<file path="src/design/ccr_pkg.sv">
// Purpose: Shared constants for the coupler channel register block
// Assumes: Register-number addressing, 16-bit register data
// Notes: Reset values apply only on a factory or general reset
package ccr_pkg;
    localparam int CCR_REG_AW = 6;
    localparam int CCR_REG_DW = 16;
    localparam logic [5:0] CCR_ADDR_PUBLISH = 6'h0E;
    localparam logic [5:0] CCR_ADDR_RATE = 6'h16;
    localparam logic [5:0] CCR_ADDR_FRAMING = 6'h17;
    localparam logic [5:0] CCR_ADDR_STOP = 6'h18;
    localparam logic [5:0] CCR_ADDR_RATE_V2 = 6'h20;
    localparam logic [5:0] CCR_ADDR_FRAMING_V2 = 6'h21;
    localparam logic [15:0] CCR_RST_PUBLISH = 16'h0000;
    localparam logic [15:0] CCR_RST_RATE = 16'h0001;
    localparam logic [15:0] CCR_RST_FRAMING = 16'h0003;
    localparam logic [15:0] CCR_RST_STOP = 16'h0000;
    localparam logic [15:0] CCR_RST_RATE_V2 = 16'h0002;
    localparam logic [15:0] CCR_RST_FRAMING_V2 = 16'h0002;
    localparam int CCR_PUBLISH_BIT = 10;
    localparam logic [7:0] CCR_NO_ADDRESS = 8'h00;
    localparam logic [7:0] CCR_SERIAL_MODE = 8'd99;
    localparam int CCR_CTRL_ACCESS_BIT = 7;
    localparam int CCR_LOW_RES_BITS = 12;
    localparam logic [2:0] CCR_RATE_MAX = 3'd6;
    localparam logic [2:0] CCR_FRAMING_MAX = 3'd4;
    // Baud rate codes
    localparam logic [2:0] CCR_BAUD_38400 = 3'd0;
    localparam logic [2:0] CCR_BAUD_19200 = 3'd1;
    localparam logic [2:0] CCR_BAUD_9600 = 3'd2;
    localparam logic [2:0] CCR_BAUD_57600 = 3'd3;
    localparam logic [2:0] CCR_BAUD_1200 = 3'd4;
    localparam logic [2:0] CCR_BAUD_2400 = 3'd5;
    localparam logic [2:0] CCR_BAUD_4800 = 3'd6;
    typedef enum logic [1:0] {CCR_PAR_NONE, CCR_PAR_EVEN, CCR_PAR_ODD} ccr_parity_type;
endpackage

</file>
<file path="src/design/ccr_channel.sv">
// Purpose: One analog channel: process-image word, control/status byte, 64 registers
// Assumes: Control byte comes from logic on the same clock
// Notes: Register set is kept in a local array
`timescale 1ns/1ps
module ccr_channel
    import ccr_pkg::*;
#(
    parameter int RES_BITS = 15
) (
    input wire logic clk,
    input wire logic rst_n,
    input wire logic ce,
    input wire logic [7:0] ctrl_byte,
    input wire logic [15:0] out_word,
    input wire logic out_strobe,
    input wire logic [14:0] adc_mag,
    input wire logic adc_sign,
    output logic [15:0] in_word,
    output logic [7:0] status_byte,
    output logic [15:0] analog_out
);
    initial begin
        if (RES_BITS < 1 || RES_BITS > 15) $error("RES_BITS out of range");
    end

    typedef struct packed {
        logic [15:0] in_word;
        logic [7:0] status;
        logic [15:0] analog;
    } ccr_ch_state_type;

    ccr_ch_state_type s_q, s_d;
    logic [15:0] regs_q [64];
    logic access_mode;
    logic [5:0] reg_addr;
    logic [15:0] sample;

    assign access_mode = ctrl_byte[CCR_CTRL_ACCESS_BIT];
    assign reg_addr = ctrl_byte[5:0];

    // Sign plus 15-bit magnitude; unresolved low bits forced to zero
    always_comb begin
        sample = {adc_sign, adc_mag};
        for (int i = 0; i < 15 - RES_BITS; i++) begin
            sample[i] = 1'b0;
        end
    end

    always_comb begin
        s_d = s_q;
        if (access_mode) begin
            s_d.in_word = regs_q[reg_addr];
        end else begin
            s_d.in_word = sample;
            if (out_strobe) begin
                s_d.analog = out_word;
            end
        end
        s_d.status = {access_mode, 1'b0, reg_addr};
    end

    always_ff @(posedge clk or negedge rst_n) begin
        if (!rst_n) begin
            s_q <= '0;
        end else if (ce) begin
            s_q <= s_d;
        end
    end

    // Parameter registers are not reset, as they would be retained
    always_ff @(posedge clk) begin
        if (ce && access_mode && out_strobe) begin
            regs_q[reg_addr] <= out_word;
        end
    end

    assign in_word = s_q.in_word;
    assign status_byte = s_q.status;
    assign analog_out = s_q.analog;
endmodule

</file>
<file path="src/design/ccr_coupler.sv">
// Purpose: Coupler configuration registers and one analog channel
// Assumes: Register port from same-clock host logic; mode input from pins
// Notes: Defaults load only on factory reset or asynchronous NRST
`timescale 1ns/1ps
module ccr_coupler
    import ccr_pkg::*;
#(
    parameter bit USE_V2_REGS = 1'b1,
    parameter int CH_RES_BITS = 15
) (
    input wire logic SYS_CLK,
    input wire logic NRST,
    input wire logic CE,
    input wire logic FACTORY_RESET,
    input wire logic [7:0] OP_MODE_PIN,
    input wire logic [7:0] NODE_ADDRESS,
    input wire logic REG_WR,
    input wire logic [5:0] REG_ADDR,
    input wire logic [15:0] REG_WDATA,
    output logic [15:0] REG_RDATA,
    output logic REG_ACK,
    output logic REG_REFUSED,
    input wire logic THIRD_BYTE_EN,
    input wire logic [7:0] CH_CTRL_BYTE,
    input wire logic [15:0] CH_OUT_WORD,
    input wire logic CH_OUT_STROBE,
    input wire logic [14:0] CH_ADC_MAG,
    input wire logic CH_ADC_SIGN,
    output logic [23:0] CH_IMAGE_IN,
    output logic [4:0] CH_IMAGE_BYTES,
    output logic [15:0] CH_ANALOG_OUT,
    output logic [2:0] BAUD_CODE,
    output logic [3:0] DATA_BITS,
    output logic [1:0] PARITY,
    output logic [1:0] STOP_BITS,
    output logic [7:0] ACTIVE_ADDRESS_FLAG_BYTE
);
    initial begin
        if (CH_RES_BITS < 1 || CH_RES_BITS > 15) $error("CH_RES_BITS out of range");
    end

    typedef struct packed {
        logic [7:0] mode_s1;
        logic [7:0] mode_s2;
        logic [15:0] publish;
        logic [15:0] rate;
        logic [15:0] framing;
        logic [15:0] stop;
        logic [15:0] rate_v2;
        logic [15:0] framing_v2;
        logic [15:0] rdata;
        logic ack;
        logic refused;
        logic [7:0] flag;
        logic [2:0] baud;
        logic [3:0] dbits;
        logic [1:0] parity;
        logic [1:0] sbits;
    } ccr_state_type;

    ccr_state_type s_q, s_d;
    logic [15:0] ch_in_word;
    logic [7:0] ch_status;
    logic serial_open;
    logic [2:0] rate_sel;
    logic [2:0] framing_sel;

    function automatic logic [2:0] clip_code(input logic [15:0] v, input logic [2:0] max,
                                             input logic [2:0] fallback);
        clip_code = (v > {13'h0, max}) ? fallback : v[2:0];
    endfunction

    ccr_channel #(
        .RES_BITS(CH_RES_BITS)
    ) u_channel (
        .clk(SYS_CLK),
        .rst_n(NRST),
        .ce(CE),
        .ctrl_byte(CH_CTRL_BYTE),
        .out_word(CH_OUT_WORD),
        .out_strobe(CH_OUT_STROBE),
        .adc_mag(CH_ADC_MAG),
        .adc_sign(CH_ADC_SIGN),
        .in_word(ch_in_word),
        .status_byte(ch_status),
        .analog_out(CH_ANALOG_OUT)
    );

    // Only serial settings are locked outside mode 99
    assign serial_open = (s_q.mode_s2 == CCR_SERIAL_MODE);

    assign rate_sel = USE_V2_REGS ? clip_code(s_q.rate_v2, CCR_RATE_MAX, CCR_BAUD_9600)
                                  : clip_code(s_q.rate, CCR_RATE_MAX, CCR_BAUD_19200);
    assign framing_sel = USE_V2_REGS ? clip_code(s_q.framing_v2, CCR_FRAMING_MAX, 3'd2)
                                     : clip_code(s_q.framing, CCR_FRAMING_MAX, 3'd3);

    always_comb begin
        s_d = s_q;
        s_d.mode_s1 = OP_MODE_PIN;
        s_d.mode_s2 = s_q.mode_s1;
        s_d.ack = 1'b0;
        s_d.refused = 1'b0;
        if (FACTORY_RESET) begin
            s_d.publish = CCR_RST_PUBLISH;
            s_d.rate = CCR_RST_RATE;
            s_d.framing = CCR_RST_FRAMING;
            s_d.stop = CCR_RST_STOP;
            s_d.rate_v2 = CCR_RST_RATE_V2;
            s_d.framing_v2 = CCR_RST_FRAMING_V2;
        end else if (REG_WR) begin
            s_d.ack = 1'b1;
            case (REG_ADDR)
                CCR_ADDR_PUBLISH: s_d.publish = REG_WDATA;
                CCR_ADDR_RATE: if (serial_open) s_d.rate = REG_WDATA; else s_d.refused = 1'b1;
                CCR_ADDR_FRAMING: if (serial_open) s_d.framing = REG_WDATA;
                                  else s_d.refused = 1'b1;
                CCR_ADDR_STOP: if (serial_open) s_d.stop = REG_WDATA; else s_d.refused = 1'b1;
                CCR_ADDR_RATE_V2: if (serial_open) s_d.rate_v2 = REG_WDATA;
                                  else s_d.refused = 1'b1;
                CCR_ADDR_FRAMING_V2: if (serial_open) s_d.framing_v2 = REG_WDATA;
                                     else s_d.refused = 1'b1;
                default: s_d.refused = 1'b1;
            endcase
        end else begin
            s_d.ack = 1'b1;
            case (REG_ADDR)
                CCR_ADDR_PUBLISH: s_d.rdata = s_q.publish;
                CCR_ADDR_RATE: s_d.rdata = s_q.rate;
                CCR_ADDR_FRAMING: s_d.rdata = s_q.framing;
                CCR_ADDR_STOP: s_d.rdata = s_q.stop;
                CCR_ADDR_RATE_V2: s_d.rdata = s_q.rate_v2;
                CCR_ADDR_FRAMING_V2: s_d.rdata = s_q.framing_v2;
                default: s_d.rdata = 16'h0000;
            endcase
        end
        s_d.baud = rate_sel;
        case (framing_sel)
            3'd0: begin s_d.dbits = 4'd7; s_d.parity = CCR_PAR_EVEN; end
            3'd1: begin s_d.dbits = 4'd7; s_d.parity = CCR_PAR_ODD; end
            3'd2: begin s_d.dbits = 4'd8; s_d.parity = CCR_PAR_NONE; end
            3'd3: begin s_d.dbits = 4'd8; s_d.parity = CCR_PAR_EVEN; end
            default: begin s_d.dbits = 4'd8; s_d.parity = CCR_PAR_ODD; end
        endcase
        s_d.sbits = s_q.stop[0] ? 2'd2 : 2'd1;
        s_d.flag = s_q.publish[CCR_PUBLISH_BIT] ? NODE_ADDRESS : CCR_NO_ADDRESS;
    end

    always_ff @(posedge SYS_CLK or negedge NRST) begin
        if (!NRST) begin
            s_q <= '0;
            s_q.rate <= CCR_RST_RATE;
            s_q.framing <= CCR_RST_FRAMING;
            s_q.stop <= CCR_RST_STOP;
            s_q.rate_v2 <= CCR_RST_RATE_V2;
            s_q.framing_v2 <= CCR_RST_FRAMING_V2;
            s_q.publish <= CCR_RST_PUBLISH;
            s_q.baud <= USE_V2_REGS ? CCR_BAUD_9600 : CCR_BAUD_19200;
            s_q.dbits <= 4'd8;
            s_q.parity <= USE_V2_REGS ? CCR_PAR_NONE : CCR_PAR_EVEN;
            s_q.sbits <= 2'd1;
        end else if (CE) begin
            s_q <= s_d;
        end
    end

    // Third byte appended only when the option is on
    assign CH_IMAGE_IN = THIRD_BYTE_EN ? {ch_in_word, ch_status}
                                       : {8'h00, ch_in_word};
    assign CH_IMAGE_BYTES = THIRD_BYTE_EN ? 5'd3 : 5'd2;
    assign REG_RDATA = s_q.rdata;
    assign REG_ACK = s_q.ack;
    assign REG_REFUSED = s_q.refused;
    assign BAUD_CODE = s_q.baud;
    assign DATA_BITS = s_q.dbits;
    assign PARITY = s_q.parity;
    assign STOP_BITS = s_q.sbits;
    assign ACTIVE_ADDRESS_FLAG_BYTE = s_q.flag;
endmodule

</file>
<file path="config.mk">
export PLATFORM = sky130hd
export DESIGN_NAME = ccr_coupler
export DESIGN_NICKNAME = d
export VERILOG_FILES = /design/src/design/ccr_pkg.sv /design/src/design/ccr_channel.sv /design/src/design/ccr_coupler.sv
export SDC_FILE = /design/constraint.sdc
export NUM_CORES = 1
export LEC_CHECK = 0
export BUFFER_PORTS_ARGS = -buffer_cell sky130_fd_sc_hd__buf_2
export CELL_PAD_IN_SITES_DETAIL_PLACEMENT = 0
export CELL_PAD_IN_SITES_GLOBAL_PLACEMENT = 1
export CORE_MARGIN = 4
export CORE_UTILIZATION = 25
export CTS_BUF_LIST = sky130_fd_sc_hd__clkbuf_8
export DETAILED_ROUTE_END_ITERATION = 7
export GPL_TIMING_DRIVEN = 0
export PLACE_DENSITY = 0.51
export SLEW_MARGIN = 5
export SYNTH_ARGS = -nofsm -noshare
export SYNTH_HDL_FRONTEND = slang
export SYNTH_HIERARCHICAL = 1
export SYNTH_SLANG_ARGS = --single-unit
</file>
<file path="constraint.sdc">
create_clock -name SYS_CLK -period 2.2 [get_ports SYS_CLK]
set_clock_uncertainty 0.2 [all_clocks]
set_input_delay 0.22 -clock SYS_CLK [delete_from_list [all_inputs] [get_ports SYS_CLK]]
set_output_delay 0.22 -clock SYS_CLK [all_outputs]
set_load 0.02 [all_outputs]
</file>
Yosys cells after proc, flatten, opt, wreduce, memory -nomap -nowiden
Memory sizes are Yosys's and may differ from the RTL's.
Index checks and enable logic that the tools add are counted.
- logic and storage cells: 79
- output and inout bits: 82
- memories kept: 1
- RAM bits: 1024
- input bits: 85
- flip-flop bits (word level): 188
- eq/ne operators: 10
- reductions and logical operators: 20
- multiplexer cells: 24
- bitwise gates (word level): 3
- $lt $le $gt $ge: 2
- memories (name ; depth ; width ; read ports ; clocked after Yosys merged registers in ; wr ports ; RTL line ; RTL):
    u_channel.regs_q ; 64 ; 16 ; 1 ; 0 ; 1 ; ccr_channel.sv:33 ; logic [15:0] regs_q [64];
- operators by type and width (operator ; number):
    96-bit 2-to-1 mux ; 2
    16-bit 2-to-1 mux ; 8
    16-bit case mux with 6 select lines ; 1
    16-bit by 3-bit > comparator with 1-bit output, second input constant ; 2
    24-bit 2-to-1 mux ; 1
    6-bit case mux with 4 select lines ; 1
    4-bit AND reduction ; 5
    6-bit by 5-bit == test with 1-bit output, second input constant ; 3
    2-bit nonzero test ; 8
    6-bit == test, second input constant ; 2
    3-bit AND reduction ; 3
    8-bit by 7-bit == test with 1-bit output, second input constant ; 1
    8-bit 2-to-1 mux ; 1
    3-bit by 2-bit == test with 1-bit output, second input constant ; 2
    6-bit by 4-bit == test with 1-bit output, second input constant ; 1
    3-bit 2-to-1 mux ; 2
    1-bit 2-to-1 mux ; 5
    5-bit OR reduction ; 1
    2-bit 2-to-1 mux ; 2
    3-bit by 1-bit == test with 1-bit output, second input constant ; 1
    3-bit logical NOT ; 1
    1-bit inverter ; 3
    1-bit logical AND ; 2
    1-bit case mux with 2 select lines ; 1

Logic depth before layout (Yosys ltp)
- depth after elaboration: 5
- gate-level depth with buffers: 10
- depth with buffers taken out: 6

Cells and area by module
The synthesis kept the hierarchy.
- by module, submodules not included (module ; sequential area each (um2) ; cells an instance ; times used ; area an instance (um2)):
    ccr_channel ; 31725.4 ; 2383 ; 1 ; 41018.1
    ccr_coupler ; 3688.5 ; 590 ; 1 ; 7090.6

Worst setup path before layout
No wires, ideal clock.
- path kind: input port to flip-flop
- start: input port CH_CTRL_BYTE[2]
- end: memory u_channel.regs_q[13][0], enable pin
- arrival: 2.177 ns
- stages: 8
- buffers on the path: 5
- library setup time: 0.388 ns
- data required time: 1.612 ns
- setup slack: -0.566 ns
- path through: buf_4 buf_4 buf_2 buf_4 buf_2 and3_1 nand2_1 nor2_1
- RTL lines (element ; RTL line ; RTL):
    start: declaration ; ccr_coupler.sv:24 ; input wire logic [7:0] CH_CTRL_BYTE,
    end: declaration ; ccr_channel.sv:33 ;
Straight into the memory's write port.

Final worst setup path
- start: input port CH_CTRL_BYTE[4]
- end: register u_channel.s_q, in the netlist u_channel/in_word[3]
- cells in the longest elaborated chain, start to end: 2
- RTL lines (element ; RTL line ; RTL):
    memory read 64 x 16 bit ; n/a ;
    16-bit 2-to-1 mux ; ccr_channel.sv:51 ; if (access_mode) begin
    end signal: assignment ; ccr_channel.sv:64 ; s_q <= '0;
    end signal: assignment ; ccr_channel.sv:66 ; s_q <= s_d;
    end: declaration ; ccr_channel.sv:32 ; ccr_ch_state_type s_q, s_d;
Every way passes these cells.
A chain may end at the register's enable or synchronous reset.

==> results.sh <==
export IMPL_ys_warn_count=6
export IMPL_min_path_cells=2
export IMPL_worstMarginPinSlew_ns=1.192
export IMPL_portBuffers=158
export IMPL_r2r_cells=5
export IMPL_die_area_mm2=0.1995
export IMPL_vdd_drop_max_v=0.0004752
export IMPL_hold_class="in2reg"
export IMPL_insertion_delay_ns=0.95
export IMPL_max_slew_margin_pct=20.54
export IMPL_r2r_start="u_channel/regs_q[0][10]"
export IMPL_dr_first_iter_drc_count=5343
export IMPL_rsz0062_at_grt="true"
export IMPL_cellPowerDensity_mw_per_mm2=789.5
export IMPL_io_pins=167
export IMPL_fin_crit_sh_pct=113.0
export IMPL_cts_sinks=1210
export IMPL_start_util_pct=25.22
export IMPL_dieWidth_um=446.7
export IMPL_cp_max_fo=10
export IMPL_whs_endpoint="u_channel/regs_q[8][11]"
export IMPL_global_route_usage_met2_pct=34.05
export IMPL_final_max_slew_violation_count=0
export IMPL_crit_path_cell_trace="buf_2 -> buf_2 -> nand3_4 -> clkbuf_2 -> nor3_4 -> nor3_4 -> o211ai_1 -> o31a_1"
export IMPL_core_mm2=0.1908
export IMPL_cp_start_kind="input pin"
export IMPL_combPwrFrac_pct=10.2
export IMPL_gr_usage_met3_pct=5.872
export IMPL_gp_congestion=0.9060
export IMPL_yosysSeqAreaShare_pct=73.61
export IMPL_reg2reg_setup_slack_ns=-0.27
export IMPL_min_from="CH_OUT_WORD[11]"
export IMPL_busiest_layer="met2"
export IMPL_antenna_found_initial=16
export IMPL_cpPeakStageDelay_ns=0.57
export IMPL_globalRouteMet1Util_pct=29.67
export IMPL_avgSynthCellArea_um2=16.18
export IMPL_area_growth_pct=28.86
export IMPL_ant_nets=0
export IMPL_syn_inst=2973
export IMPL_hold_violations=0
export IMPL_end_kind="flop"
export IMPL_final_core_util_pct=32.49
export IMPL_place_ws_ns=-3.142
export IMPL_cts_buffers=199
export IMPL_overflow=0
export IMPL_crit_arrival_ns=3.12
export IMPL_detail_route_wirelength_mm=231.7
export IMPL_synth_cell_types=90
export IMPL_groute_usage_overall_pct=22.61
export IMPL_cts_tree="yes"
export IMPL_violations="negative setup slack"
export IMPL_cts_buffer_depth=3
export IMPL_max_cap_viol_count=0
export IMPL_setup_viol=79
export IMPL_cp_required_ns=2.83
export IMPL_grt_start_max_net_pins=100
export IMPL_first_pass_iters=6
export IMPL_p_int_mw=35.72
export IMPL_status="finished with violations"
export IMPL_final_min_clock_period_ns=2.486
export IMPL_synth_edf_count=1024
export IMPL_routedWlPerCell_um=36.65
export IMPL_seqPwrFrac_pct=51.7
export IMPL_p_sw_mw=13.22
export IMPL_drc=0
export IMPL_hpwl_mm=149.7
export IMPL_synthFlopType="edfxtp_1"
export IMPL_cts_max_level=4
export IMPL_grt_pass1_wl_mm=304.4
export IMPL_total_leakage_power_nw=21.34
export IMPL_power_total_mw=48.94
export IMPL_timing_fmax_ghz=0.4022
export IMPL_clkTransAtPathRegs_ns=0.06
export IMPL_r2r_end="u_channel/in_word[10]"
export IMPL_ys_ff_latch=1210
export IMPL_die_h_um=446.7
export IMPL_layout_drive_gt1_share_pct=30.67
export IMPL_via_per_inst=5.517
export IMPL_cp_slowest_cell="nor3_4"
export IMPL_synth_area_mm2=0.04811
export IMPL_nets=3718
export IMPL_crit_type="in2reg"
export IMPL_core_rowCount=160
export IMPL_root_buffer="clkbuf_8"
export IMPL_p_clk_share_pct=38.1
export IMPL_seqCellArea_mm2=0.03542
export IMPL_grt_pass1_vias=33230
export IMPL_fillCellCount=18690
export IMPL_critical_path_startpoint="CH_CTRL_BYTE[4]"
export IMPL_async_reset_ff_share_pct=15.37
export IMPL_p_sw_share_pct=27.01
export IMPL_multi_input_area_mm2=0.01269
export IMPL_worst_slack_ns=-0.2863
export IMPL_vias=34870
power by group through the flow:
stage / Clock (mW) / Sequential [mW] / Combinational (mW)
6_report: 18.6 / 25.3 / 5.00
5_1_grt: 20.0 / 25.3 / 5.10
4_1_cts: 18.9 / 25.3 / 4.73
3_5_place_dp: 0 / 25.8 / 4.30
3_3_place_gp: 0 / 25.8 / 4.19
2_1_floorplan: 0 / 25.8 / 1.80
flip-flops by register name (all words and copies together), names as in the netlist:
signal and count:
s_d 8, ACTIVE_ADDRESS_FLAG_BYTE 8, u_channel/in_word 16, u_channel/status_byte 7, REG_ACK 1, DATA_BITS 2, PARITY 2, BAUD_CODE 3
s_q 104, u_channel/regs_q 1024, u_channel/analog_out 16, REG_RDATA 16, STOP_BITS 2, REG_REFUSED 1
worst max path at each step:
stage | end | slack (ns) | cells after the start
final | u_channel/in_word[3] | -0.29 | 8
after global placement | u_channel/in_word[11] | -3.25 | 7
after floorplan | u_channel/regs_q[32][0] | -0.31 | 8
after global routing | u_channel/in_word[10] | -0.19 | 6
after detailed placement | u_channel/in_word[2] | -3.14 | 8
after CTS | u_channel/in_word[10] | -0.27 | 6
logic make-up after synthesis:
kind of cell	after synthesis	share of synthesized area, %
DFF	1210	73.61
AOI/OAI and AO/OA	839	13.58
and+or+nand+nor	414	4.307
buffers and inverters	295	3.316
muxes	210	5.121
other	3	0.02341
xor gates and xnor gates	2	0.03642
worst max-delay path, delay by kind of cell:
kind,cells,cell delay (ns)
buffers and inverters,3,1.03
AOI/OAI and AO/OA,2,0.70
and+or+nand+nor,3,1.14
layout by cell type (no fill, tap or decap), drive strengths merged, types with 7 or more instances in the layout:
cell type	netlist	final
a21oi	44	44
a221o	7	7
a221oi	194	194
a22o	120	120
a22oi	194	194
a31oi	35	35
and2	18	18
and3	18	18
buf	203	504
clkbuf	66	278
clkinv	2	63
dfrtp	178	178
dfstp	8	8
diode	0	7
dlygate4sd3	0	145
edfxtp	1024	1024
inv	24	120
mux2	119	119
mux2i	74	74
mux4	17	17
nand2	78	78
nand2b	7	7
nand3	24	24
nand4	8	8
nor2	168	168
nor2b	9	9
nor3	39	39
nor4	9	9
o21ai	68	68
o221ai	15	15
o22a	26	26
o22ai	62	62
o32ai	11	11
Yosys cell counts (all sizes together) (8+ instances only):
cell | count | area (µm²)
a221oi | 194 | 1712
clkbuf | 66 | 247.7
mux4 | 17 | 382.9
o221ai | 15 | 131.4
nand4 | 8 | 50.05
edfxtp | 1024 | 30750
inv | 24 | 90.09
o22a | 26 | 227.7
o21ai | 68 | 340.3
nand3 | 24 | 120.1
and3 | 18 | 112.6
dfstp | 8 | 210.2
a21oi | 44 | 220.2
nor4 | 9 | 62.56
a31oi | 35 | 234.0
a22oi | 194 | 1466
nor3 | 39 | 211.5
mux2i | 74 | 740.7
a22o | 120 | 1051
buf | 203 | 1250
nand2 | 78 | 292.8
mux2 | 119 | 1340
o32ai | 11 | 96.34
nor2b | 9 | 58.81
nor2 | 168 | 638.1
dfrtp | 178 | 4454
and2 | 18 | 120.1
o22ai | 62 | 387.9
final cells by class:
cell class              instances  share of cell area [%]
flip-flops and latches       1210                   57.13
multi-input cells            1470                   20.47
repair buffers                461                   8.360
well taps                    2511                   5.068
clock buffers                 208                   4.618
plain buffers                 265                   2.951
clock inverters               162                   1.205
inverters                      26                  0.1695
diodes                          7                 0.02826
stage by stage:
| stage | hold WS (ns) | TNS, ns | instances | cell area, µm² |
|---|---|---|---|---|
| 6_report | 0.1190 | -3.126 | 6320 | 61990 |
| 4_1_cts | 0.001556 | -3.133 | 6303 | 61320 |
| 2_1_floorplan | -0.2756 | -159.98 | 2975 | 48500 |
| 3_5_place_dp | 0.08955 | -2280.16 | 5686 | 53670 |
| 5_1_grt | 0.07978 | -1.587 | 6315 | 61980 |
| 3_3_place_gp | 0.2564 | -3036.77 | 5644 | 52430 |
metal layers:
| layer | up-vias | share of wire, % | wire (µm) |
|---|---|---|---|
| li1 | 13480 | - | - |
| met1 | 18380 | 39 | 90990 |
| met2 | 2394 | 44 | 101800 |
| met3 | 610 | 11 | 24460 |
| met4 | 6 | 6.2 | 14390 |
| met5 | - | 0.016 | 38 |
repair_timing:
item | in CTS | in global routing
hold endpoints to repair | 1385 | 0
setup endpoints to repair | 1077 | 187
pin swaps | 80 | 36
gates resized for setup | 267 | 140
hold buffers | 145 | 0
setup buffers | 105 | 11
No activity file was read; power rests on OpenSTA's default activity.
